`config.mk`:
```
export PLATFORM = sky130hd
export DESIGN_NAME = clc_core
export DESIGN_NICKNAME = d
export VERILOG_FILES = /design/src/design/clc_pkg.sv /design/src/design/clc_core.sv
export VERILOG_INCLUDE_DIRS = /design/src /design/src/design
export SDC_FILE = /design/constraint.sdc
export NUM_CORES = 2
export LEC_CHECK = 0
export ABC_CLOCK_PERIOD_IN_PS = 95900
export BUFFER_PORTS_ARGS = -buffer_cell sky130_fd_sc_hd__buf_4
export CAP_MARGIN = 10
export CORE_MARGIN = 3
export CORE_UTILIZATION = 40
export DETAILED_ROUTE_END_ITERATION = 8
export MAX_ROUTING_LAYER = met4
export SYNTH_ARGS = -nofsm -noshare
export SYNTH_HDL_FRONTEND = slang
export SYNTH_SLANG_ARGS = --single-unit
```
`constraint.sdc`:
```
create_clock -name mclk -period 95.9 [get_ports mclk]
set_input_delay 4.795 -clock mclk [delete_from_list [all_inputs] [get_ports mclk]]
set_output_delay 4.795 -clock mclk [all_outputs]
set_load 0.03 [all_outputs]
```
`src/design/clc_map.svh`:
```
// Constant-light control core: register offsets, field positions, reset values, timing.
// Assumes a 32-bit APB slave with word-aligned registers.
`ifndef CLC_MAP_SVH
`define CLC_MAP_SVH

`define CLC_OFF_CTRL 12'h000
`define CLC_OFF_SETP 12'h004
`define CLC_OFF_MEAS 12'h008
`define CLC_OFF_OFS 12'h00C
`define CLC_OFF_SYNC 12'h010
`define CLC_OFF_STEP 12'h014
`define CLC_OFF_TIME 12'h018
`define CLC_OFF_STAT 12'h01C
`define CLC_OFF_OUT 12'h020

// CTRL fields
`define CLC_CTRL_EN 0
`define CLC_CTRL_START 1
`define CLC_CTRL_NCH_LO 2
`define CLC_CTRL_NCH_HI 3
`define CLC_CTRL_OFSM_LO 4
`define CLC_CTRL_OFSM_HI 5
`define CLC_CTRL_SUM_LO 6
`define CLC_CTRL_SUM_HI 7
`define CLC_CTRL_REL 8
`define CLC_CTRL_LIMEN 9
`define CLC_CTRL_LIMOFF 10
`define CLC_CTRL_HYS_LO 16
`define CLC_CTRL_HYS_HI 23
`define CLC_CTRL_RST 32'h0000_0004

// STEP fields: min step, lower limit, preset value, rel step code
`define CLC_STEP_RST 32'h0003_8A0A

`define CLC_SETTLE_US 2000
`define CLC_SETTLE_RST 32'h0000_07D0
`define CLC_REPEAT_MS 2
`define CLC_FULL 8'hFF

`endif

```
`src/design/clc_pkg.sv`:
```
// Constant-light control core types.
// Assumes clc_map.svh holds the numeric constants.
package clc_pkg;
  typedef enum logic [1:0] {CLC_OFS_FIXED, CLC_OFS_PROP, CLC_OFS_CONV} clc_ofs_t;
  typedef enum logic [1:0] {CLC_SU_SWITCH, CLC_SU_RELDIM, CLC_SU_PRESET, CLC_SU_ADAPT} clc_su_t;
  typedef enum {CLC_IDLE, CLC_CHECK, CLC_RAMP, CLC_SETTLE, CLC_MAIN, CLC_OFF} clc_state_t;
  typedef struct packed {
    logic valid;
    logic [1:0] kind;
    logic [7:0] ch1;
    logic [7:0] ch2;
    logic [7:0] ch3;
  } clc_cmd_t;
endpackage

```
`src/design/clc_core.sv`:
```
// Constant-light feedback controller with APB register access.
// Assumes synchronous measured brightness from software and a bus transmitter reading the command output.
`timescale 1ns/10ps
`include "clc_map.svh"

////////////////////////////////////////////////////////////////////////////////
// Behaviour
// - Proportional dependents saturate at 255
// - Proportional scale in two-percent steps of channel one
// - Converging offset shrinks to zero at sync
// - Converging starts at one; zero forces zero
// - Negative converging offset uses on-off hysteresis
// - Startup skips to main if bright enough
// - Switching startup sends one-bit on, single channel
// - Relative startup steps up then stops
// - Preset startup sends configured absolute value
// - Adaptive startup computes value from brightness range
// - Settle timer before main phase
// - Main regulates with absolute or relative commands
// - Minimum step and minimum command interval
// - Switch-off brightness from setpoint and hystereses
// - Lower limit evaluated only when enabled
// - Switch off at limit and switch-off brightness
// - No-reaction holds output at limit
// - Absolute lower limit configured 1 to 128
// - Relative lower limit tracked from sent steps
// - Multi-channel uses absolute values except the one-bit switch-off
module clc_core
  import clc_pkg::*;
#(
  parameter int CLK_HZ = 50000000,
  parameter int SETTLE_MS = 2000,
  parameter int REPEAT_MS = `CLC_REPEAT_MS
) (
  input wire logic mclk, // 50 MHz clock
  input wire logic resetn, // async reset, low active
  input wire logic psel, // APB select
  input wire logic penable, // APB enable
  input wire logic pwrite, // APB write
  input wire logic [11:0] paddr, // APB address
  input wire logic [31:0] pwdata, // APB write data
  output logic [31:0] prdata, // APB read data
  output logic pready, // APB ready
  output logic pslverr, // APB error
  output clc_cmd_t cmd, // command to actuators
  output logic [3:0] dim_step // 4-bit dimming code
);
  localparam int MS_CYC = CLK_HZ / 1000;
  localparam int REP_CYC = REPEAT_MS * MS_CYC;

  logic [31:0] ctrl_q, setp_q, meas_q, ofs_q, sync_q, step_q, time_q;
  logic [7:0] out_q;
  logic [31:0] tmr_q;
  logic [31:0] gap_q;
  logic [1:0] dep_on_q;
  logic vld_q;
  clc_state_t st_q;
  clc_cmd_t cmd_q;
  logic [3:0] dim_q;
  logic [7:0] relpos_q;
  logic start_q;

  wire wr = psel && penable && pwrite;
  wire rd_ok = (paddr[11:6] == 6'h00) && (paddr[1:0] == 2'b00) && (paddr[5:2] <= 4'h8);
  assign pready = 1'b1;
  assign pslverr = psel && penable && !rd_ok;

  ////////////////////////////////////////////////////////////////////////////////
  // Registers
  always_ff @(posedge mclk or negedge resetn) begin
    if (!resetn) begin
      ctrl_q <= `CLC_CTRL_RST;
      setp_q <= 32'h0000_012C;
      meas_q <= 32'h0000_0000;
      ofs_q <= 32'h0000_0000;
      sync_q <= 32'h0000_C8C8;
      step_q <= `CLC_STEP_RST;
      time_q <= `CLC_SETTLE_RST;
    end else if (wr && rd_ok) begin
      case (paddr)
        `CLC_OFF_CTRL: ctrl_q <= pwdata;
        `CLC_OFF_SETP: setp_q <= pwdata;
        `CLC_OFF_MEAS: meas_q <= pwdata;
        `CLC_OFF_OFS: ofs_q <= pwdata;
        `CLC_OFF_SYNC: sync_q <= pwdata;
        `CLC_OFF_STEP: step_q <= pwdata;
        `CLC_OFF_TIME: time_q <= pwdata;
        default: ;
      endcase
    end
  end

  always_ff @(posedge mclk or negedge resetn) begin
    if (!resetn) begin
      start_q <= 1'b0;
    end else begin
      start_q <= wr && (paddr == `CLC_OFF_CTRL) && pwdata[`CLC_CTRL_START];
    end
  end

  always_comb begin
    case (paddr)
      `CLC_OFF_CTRL: prdata = ctrl_q;
      `CLC_OFF_SETP: prdata = setp_q;
      `CLC_OFF_MEAS: prdata = meas_q;
      `CLC_OFF_OFS: prdata = ofs_q;
      `CLC_OFF_SYNC: prdata = sync_q;
      `CLC_OFF_STEP: prdata = step_q;
      `CLC_OFF_TIME: prdata = time_q;
      `CLC_OFF_STAT: prdata = {24'h000000, relpos_q[3:0], 1'b0, 3'(st_q)};
      `CLC_OFF_OUT: prdata = {8'h00, cmd_q.ch3, cmd_q.ch2, out_q};
      default: prdata = 32'h0000_0000;
    endcase
  end

  ////////////////////////////////////////////////////////////////////////////////
  // Configuration decode
  wire [1:0] nch = ctrl_q[`CLC_CTRL_NCH_HI:`CLC_CTRL_NCH_LO];
  wire multi = nch > 2'd1;
  wire clc_ofs_t ofsm = clc_ofs_t'(ctrl_q[`CLC_CTRL_OFSM_HI:`CLC_CTRL_OFSM_LO]);
  wire clc_su_t sum = clc_su_t'(ctrl_q[`CLC_CTRL_SUM_HI:`CLC_CTRL_SUM_LO]);
  wire rel = ctrl_q[`CLC_CTRL_REL] && !multi;
  wire [7:0] hys_on = ctrl_q[`CLC_CTRL_HYS_HI:`CLC_CTRL_HYS_LO];
  wire [7:0] min_step = step_q[7:0];
  wire [7:0] lim_raw = step_q[15:8];
  wire [7:0] preset_val = step_q[23:16];
  wire [2:0] rel_code = step_q[26:24];
  wire [15:0] sp = setp_q[15:0];
  wire [15:0] meas = meas_q[15:0];
  wire [7:0] sp_hys = setp_q[23:16];
  wire [7:0] add_hys = setp_q[31:24];
  wire [15:0] max_lux = ofs_q[31:16];

  // Clamp lower limit into its permitted span
  wire [7:0] lower_lim = (lim_raw == 8'h00) ? 8'h01 : (lim_raw > 8'h80) ? 8'h80 : lim_raw;
  // Relative mode: limit is reached once tracked steps bring level to minimum step
  wire [7:0] rel_lim = min_step;

  wire [24:0] off_prod = sp * (9'(sp_hys) + 9'(add_hys));
  wire [16:0] off_lux = 17'(sp) + 17'(off_prod / 25'd100);
  wire [24:0] up_prod = sp * sp_hys;
  wire [16:0] up_lux = 17'(sp) + 17'(up_prod / 25'd100);

  // scale deficit against the range's maximum brightness
  wire [15:0] deficit = (meas < sp) ? sp - meas : 16'h0000;
  wire [23:0] adapt_num = deficit * 8'hFF;
  wire [23:0] adapt_q = (max_lux == 16'h0000) ? 24'h0000FF : adapt_num / 24'(max_lux);
  wire [7:0] adapt_val = (adapt_q > 24'h0000FF) ? 8'hFF : (adapt_q == 24'h0) ? 8'h01 : adapt_q[7:0];

  ////////////////////////////////////////////////////////////////////////////////
  // Dependent channels
  logic [7:0] dep [2];
  genvar gi;
  generate
    for (gi = 0; gi < 2; gi++) begin : g_dep
      wire [7:0] cfg = ofs_q[gi*8 +: 8];
      wire [7:0] syncp = sync_q[gi*8 +: 8];
      logic signed [10:0] ofs;
      logic [17:0] pr;
      logic signed [10:0] val;
      logic dep_on;
      // Negative offset: on above the offset, off only below offset minus hysteresis
      wire [7:0] thr_on = 8'(-cfg);
      wire [7:0] thr_off = (thr_on > hys_on) ? thr_on - hys_on : 8'h00;
      always_comb begin
        dep_on = (out_q > thr_on) || (dep_on_q[gi] && out_q > thr_off);
        pr = 18'(out_q) * 18'(cfg) * 18'd2 / 18'd100;
        ofs = 11'sd0;
        if (syncp != 8'h00 && out_q < syncp) begin
          // Wide product: offset times distance overflows eleven bits
          ofs = 11'(($signed(20'($signed(cfg))) * $signed(20'({12'h000, syncp - out_q})))
            / $signed(20'({12'h000, syncp - 8'h01})));
        end
        if (ofsm == CLC_OFS_PROP) begin
          val = (pr > 18'd255) ? 11'sd255 : 11'($signed({1'b0, pr[9:0]}));
        end else if (ofsm == CLC_OFS_CONV) begin
          val = $signed({3'b000, out_q}) + ofs;
        end else begin
          val = $signed({3'b000, out_q}) + 11'($signed(cfg));
        end
        if (out_q == 8'h00) begin
          val = 11'sd0;
        end else if (ofsm != CLC_OFS_PROP && cfg[7] && !dep_on) begin
          val = 11'sd0;
        end
      end
      always_ff @(posedge mclk or negedge resetn) begin
        if (!resetn) begin
          dep_on_q[gi] <= 1'b0;
        end else begin
          dep_on_q[gi] <= dep_on;
        end
      end
      assign dep[gi] = (val < 0) ? 8'h00 : (val > 11'sd255) ? `CLC_FULL : val[7:0];
    end
  endgenerate

  ////////////////////////////////////////////////////////////////////////////////
  // Phase sequencer
  wire gap_done = (gap_q == 32'h0);
  wire at_lim = rel ? (relpos_q <= rel_lim) : (out_q <= lower_lim);
  wire need_up = meas < sp;
  wire need_dn = 17'(meas) > up_lux;

  always_ff @(posedge mclk or negedge resetn) begin
    if (!resetn) begin
      st_q <= CLC_IDLE;
      out_q <= 8'h00;
      relpos_q <= 8'h00;
      tmr_q <= 32'h0;
      gap_q <= 32'h0;
      cmd_q <= '0;
      dim_q <= 4'h0;
    end else begin
      cmd_q.valid <= 1'b0;
      if (gap_q != 32'h0) gap_q <= gap_q - 32'h1;
      if (tmr_q != 32'h0) tmr_q <= tmr_q - 32'h1;
      if (!ctrl_q[`CLC_CTRL_EN]) begin
        st_q <= CLC_IDLE;
      end else begin
        case (st_q)
          CLC_IDLE: if (start_q) st_q <= CLC_CHECK;
          CLC_CHECK: begin
            if (!need_up) begin
              st_q <= CLC_MAIN;
            end else begin
              cmd_q.valid <= 1'b1;
              case (sum)
                CLC_SU_SWITCH: begin
                  cmd_q.kind <= 2'd0;
                  out_q <= `CLC_FULL;
                  st_q <= CLC_SETTLE;
                end
                CLC_SU_RELDIM: begin
                  cmd_q.kind <= 2'd1;
                  dim_q <= {1'b1, rel_code};
                  gap_q <= 32'(REP_CYC);
                  st_q <= CLC_RAMP;
                end
                CLC_SU_PRESET: begin
                  cmd_q.kind <= 2'd2;
                  out_q <= preset_val;
                  st_q <= CLC_SETTLE;
                end
                default: begin
                  cmd_q.kind <= 2'd2;
                  out_q <= adapt_val;
                  st_q <= CLC_SETTLE;
                end
              endcase
              if (multi && sum < CLC_SU_PRESET) begin
                cmd_q.kind <= 2'd2;
                out_q <= preset_val;
                st_q <= CLC_SETTLE;
              end
              tmr_q <= 32'(time_q[15:0]) * 32'(MS_CYC);
            end
          end
          CLC_RAMP: begin
            if (!need_up) begin
              cmd_q.valid <= 1'b1;
              cmd_q.kind <= 2'd1;
              dim_q <= 4'h0;
              tmr_q <= 32'(time_q[15:0]) * 32'(MS_CYC);
              st_q <= CLC_SETTLE;
            end else if (gap_done) begin
              cmd_q.valid <= 1'b1;
              gap_q <= 32'(REP_CYC);
              relpos_q <= (relpos_q > 8'hF7) ? 8'hFF : relpos_q + 8'h08;
            end
          end
          CLC_SETTLE: if (tmr_q == 32'h0) st_q <= CLC_MAIN;
          CLC_MAIN: if (gap_done) begin
            if (ctrl_q[`CLC_CTRL_LIMEN] && at_lim && !need_up) begin
              if (ctrl_q[`CLC_CTRL_LIMOFF] && 17'(meas) >= off_lux) begin
                cmd_q.valid <= 1'b1;
                cmd_q.kind <= 2'd0;
                out_q <= 8'h00;
                relpos_q <= 8'h00;
                st_q <= CLC_OFF;
              end
            end else if (need_up || need_dn) begin
              cmd_q.valid <= 1'b1;
              gap_q <= time_q[31:16] * 32'(MS_CYC);
              if (rel) begin
                cmd_q.kind <= 2'd1;
                dim_q <= {need_up, rel_code};
                if (need_up) relpos_q <= (relpos_q > 8'hFF - min_step) ? 8'hFF : relpos_q + min_step;
                else relpos_q <= (relpos_q < min_step) ? 8'h00 : relpos_q - min_step;
              end else begin
                cmd_q.kind <= 2'd2;
                if (need_up) out_q <= (out_q > 8'hFF - min_step) ? 8'hFF : out_q + min_step;
                else out_q <= (out_q < min_step) ? 8'h00 : out_q - min_step;
              end
            end
          end
          CLC_OFF: if (start_q) st_q <= CLC_CHECK;
          default: st_q <= CLC_IDLE;
        endcase
      end
      cmd_q.ch1 <= out_q;
      cmd_q.ch2 <= (nch >= 2'd2) ? dep[0] : 8'h00;
      cmd_q.ch3 <= (nch == 2'd3) ? dep[1] : 8'h00;
    end
  end

  // Valid is delayed one cycle so it leaves together with the channel bytes it announces
  always_ff @(posedge mclk or negedge resetn) begin
    if (!resetn) begin
      vld_q <= 1'b0;
    end else begin
      vld_q <= cmd_q.valid;
    end
  end

  assign cmd = {vld_q, cmd_q.kind, cmd_q.ch1, cmd_q.ch2, cmd_q.ch3};
  assign dim_step = dim_q;
endmodule

```
==> flow_summary.ini <==
[synthesis]
synth_area_per_cell_um2 = 7.91
async_reset_ff_share_pct = 100
synth_flop_cell = dfrtp_1
netlist-cell-type-count = 148
syn_area_mm2 = 0.0874
synth_edf_count = 0
ys_warn_count = 0
synth-seq-cells = 342
syn-instance-count = 11000
yosysSeqAreaShare_pct = 9.83

[timing]
finalHoldViolations = 0
fmax_mhz = 12.0
relSlewSlack_pct = 20.0
timing.final.crit_share_pct = 87.0
min_period_ns = 83.48
drv_slew = 0
setup_violations = 0
fin_setup_tns_ns = 0
fin_skew_ns = 0.0227
tightest_slew_ns = 1.19
rsz0062_at_grt = false

[placed_design]
gp_congestion = 0.976
dp_hpwl_mm = 229
dp_cells = 13800
io_buffers = 112

[floorplan]
std_cell_rows = 170
coreArea_mm2 = 0.216
pin_count = 114
die_y_um = 473
initial_core_util_pct = 40.5
dieArea_mm2 = 0.224
fp.dieW_um = 473

[detailed_routing]
met3_length_mm = 13.1
route.detailed.drc = 0
vias = 82400
wl_per_cell_um = 20.6
wirelength_mm = 285
wl_met2_mm = 135
antenna_left = 0
drtIter0Drc = 6304
vias_per_cell = 5.95
drt_first_pass_iters = 6
wl_met1_mm = 124
highest_layer = met4

[worst_setup_path]
r2r_start = setp_q[1]$_DFFE_PN0P_
cpMostUsedCell = o21a_1
slowest_stage = and3_1
worst_setup_path_end_kind = register
max_stage_delay_ns = 0.92
crit_fanout = 37
cp_data_required_time_ns = 96.34
criticalPathCategory = register to register
crit_start = setp_q[1]$_DFFE_PN0P_
arrival_ns = 83.92
startpoint_type = register

[clocking]
clock-sinks = 342
cts_max_level = 2
hold_buffers = 0
clk_latency_ns = 0.59
cts_setup_buffers = 0
clk_path_buf_depth = 3
numCtsBuffers = 37
cts_tree = done
clkSlewWorstSetupHoldPaths_ns = 0.07
cts.repair.resized = 0
cts_root_buf = clkbuf_16

[grt]
antenna_found_initial = 26
grt_max_degree = 134
grt_remaining_overflow = 0
grt_pass1_wl_mm = 450
grtUsageTotal_pct = 25.5
grt_pass1_vias = 80800

[worst_hold_path]
hp-start = cmd_q[26]$_DFF_PN0_
hp-class = register to register

[finish]
drive_above_1_share_pct = 8.15
final_net_count = 12800
synthToLayoutAreaGrowth_pct = 6.23
instances_no_fill = 13900

[status]
status = finished clean

[job]
cap_violations = 0
## cells by family after synthesis
logic type,count (synthesis),share of synthesized area (%)
compound gates,3028,23.8
buf+inv,1414,6.34
flops,342,9.83
xor+xnor,575,5.80
other cells,2,0.00860
fa+ha+maj,1777,29.7
simple gates,3487,19.4
mux,414,5.21
## final timing paths
check                                  endpoint  slack, ns  cells past startpoint
max                        out_q[0]$_DFFE_PN0P_      12.42                    431
min                             vld_q$_DFF_PN0_       0.40                      0
max reg2reg                out_q[0]$_DFFE_PN0P_      12.42                    431
min reg2reg                     vld_q$_DFF_PN0_       0.40                      0
max in group asynchronous   tmr_q[16]$_DFF_PN0_      88.95                      3
min in group asynchronous   cmd_q[26]$_DFF_PN0_       4.29                      1
## cell usage after synthesis, drive strengths merged (112+ instances only)
cell type / number / share of area [%]
dfrtp: 318 / 9.1
o31ai: 198 / 1.7
mux2: 304 / 3.9
fa: 495 / 11
xnor2: 403 / 4.1
nand2: 960 / 4.1
nand4: 112 / 0.81
and2: 257 / 1.8
nand3: 186 / 1.1
a21oi: 646 / 3.7
nor3: 522 / 3.0
a21o: 207 / 1.8
ha: 1266 / 18
inv: 1035 / 4.4
o21ai: 545 / 3.1
o21a: 428 / 3.7
o21bai: 130 / 1.1
nor2b: 125 / 0.90
xor2: 172 / 1.7
clkbuf: 262 / 1.1
nor2: 795 / 3.4
## stage by stage
stage	setup WS (ns)	util, %	hold slack, ns	instance area, um2
4_1_cts	13.15	43.0	0.382	92700
3_5_place_dp	13.46	42.3	0.368	91400
6_report	12.42	43.0	0.397	92800
5_1_grt	5.37	43.0	0.398	92800
2_1_floorplan	18.27	-	0.331	87400
3_3_place_gp	15.66	42.3	0.370	91400
## critical path: cells and delay by family (launching register included)
family	cells	cell delay, ns
fa+ha+maj	29	9.32
xor+xnor	3	0.75
simple gates	86	13.26
mux	1	0.38
flops	1	0.85
buf+inv	38	5.26
compound gates	274	53.38
## cell type report
type                       instances  area [um2]
sequential                       342        8590
antenna                           16        40.0
inverter                        1046        3930
clock buffer                      52        1050
timing repair buffer             261        1970
clock inverter                    15         267
fill                           21500      123000
multi-input combinational       9288       73400
tap                             2838        3550
## per-layer routing
metal | up-vias | global-route usage (%)
met1 | 40000 | 31.6
met3 | 494 | 2.17
li1 | 39600 | -
met2 | 2313 | 42.9
met4 | 0 | 10.6
met5 | - | -
## cells in the final DEF, fill, tap and decap left out, drive strengths merged, types with 36 or more instances in the layout
| master | instances |
|---|---|
| a211oi | 77 |
| a21o | 207 |
| a21oi | 646 |
| a221oi | 37 |
| a22oi | 51 |
| a311oi | 36 |
| a31oi | 110 |
| and2 | 257 |
| and3 | 65 |
| buf | 260 |
| clkbuf | 53 |
| dfrtp | 318 |
| fa | 495 |
| ha | 1266 |
| inv | 1039 |
| mux2 | 304 |
| mux2i | 110 |
| nand2 | 960 |
| nand2b | 109 |
| nand3 | 186 |
| nand4 | 112 |
| nor2 | 795 |
| nor2b | 125 |
| nor3 | 522 |
| nor4 | 65 |
| o211ai | 86 |
| o21a | 428 |
| o21ai | 545 |
| o21bai | 130 |
| o22ai | 42 |
| o31ai | 198 |
| or2 | 91 |
| or3 | 73 |
| xnor2 | 403 |
| xor2 | 172 |
Power is left out: the tool's default activity adds up to more than one toggle a clock period on the data nets, which glitch-free logic cannot reach.
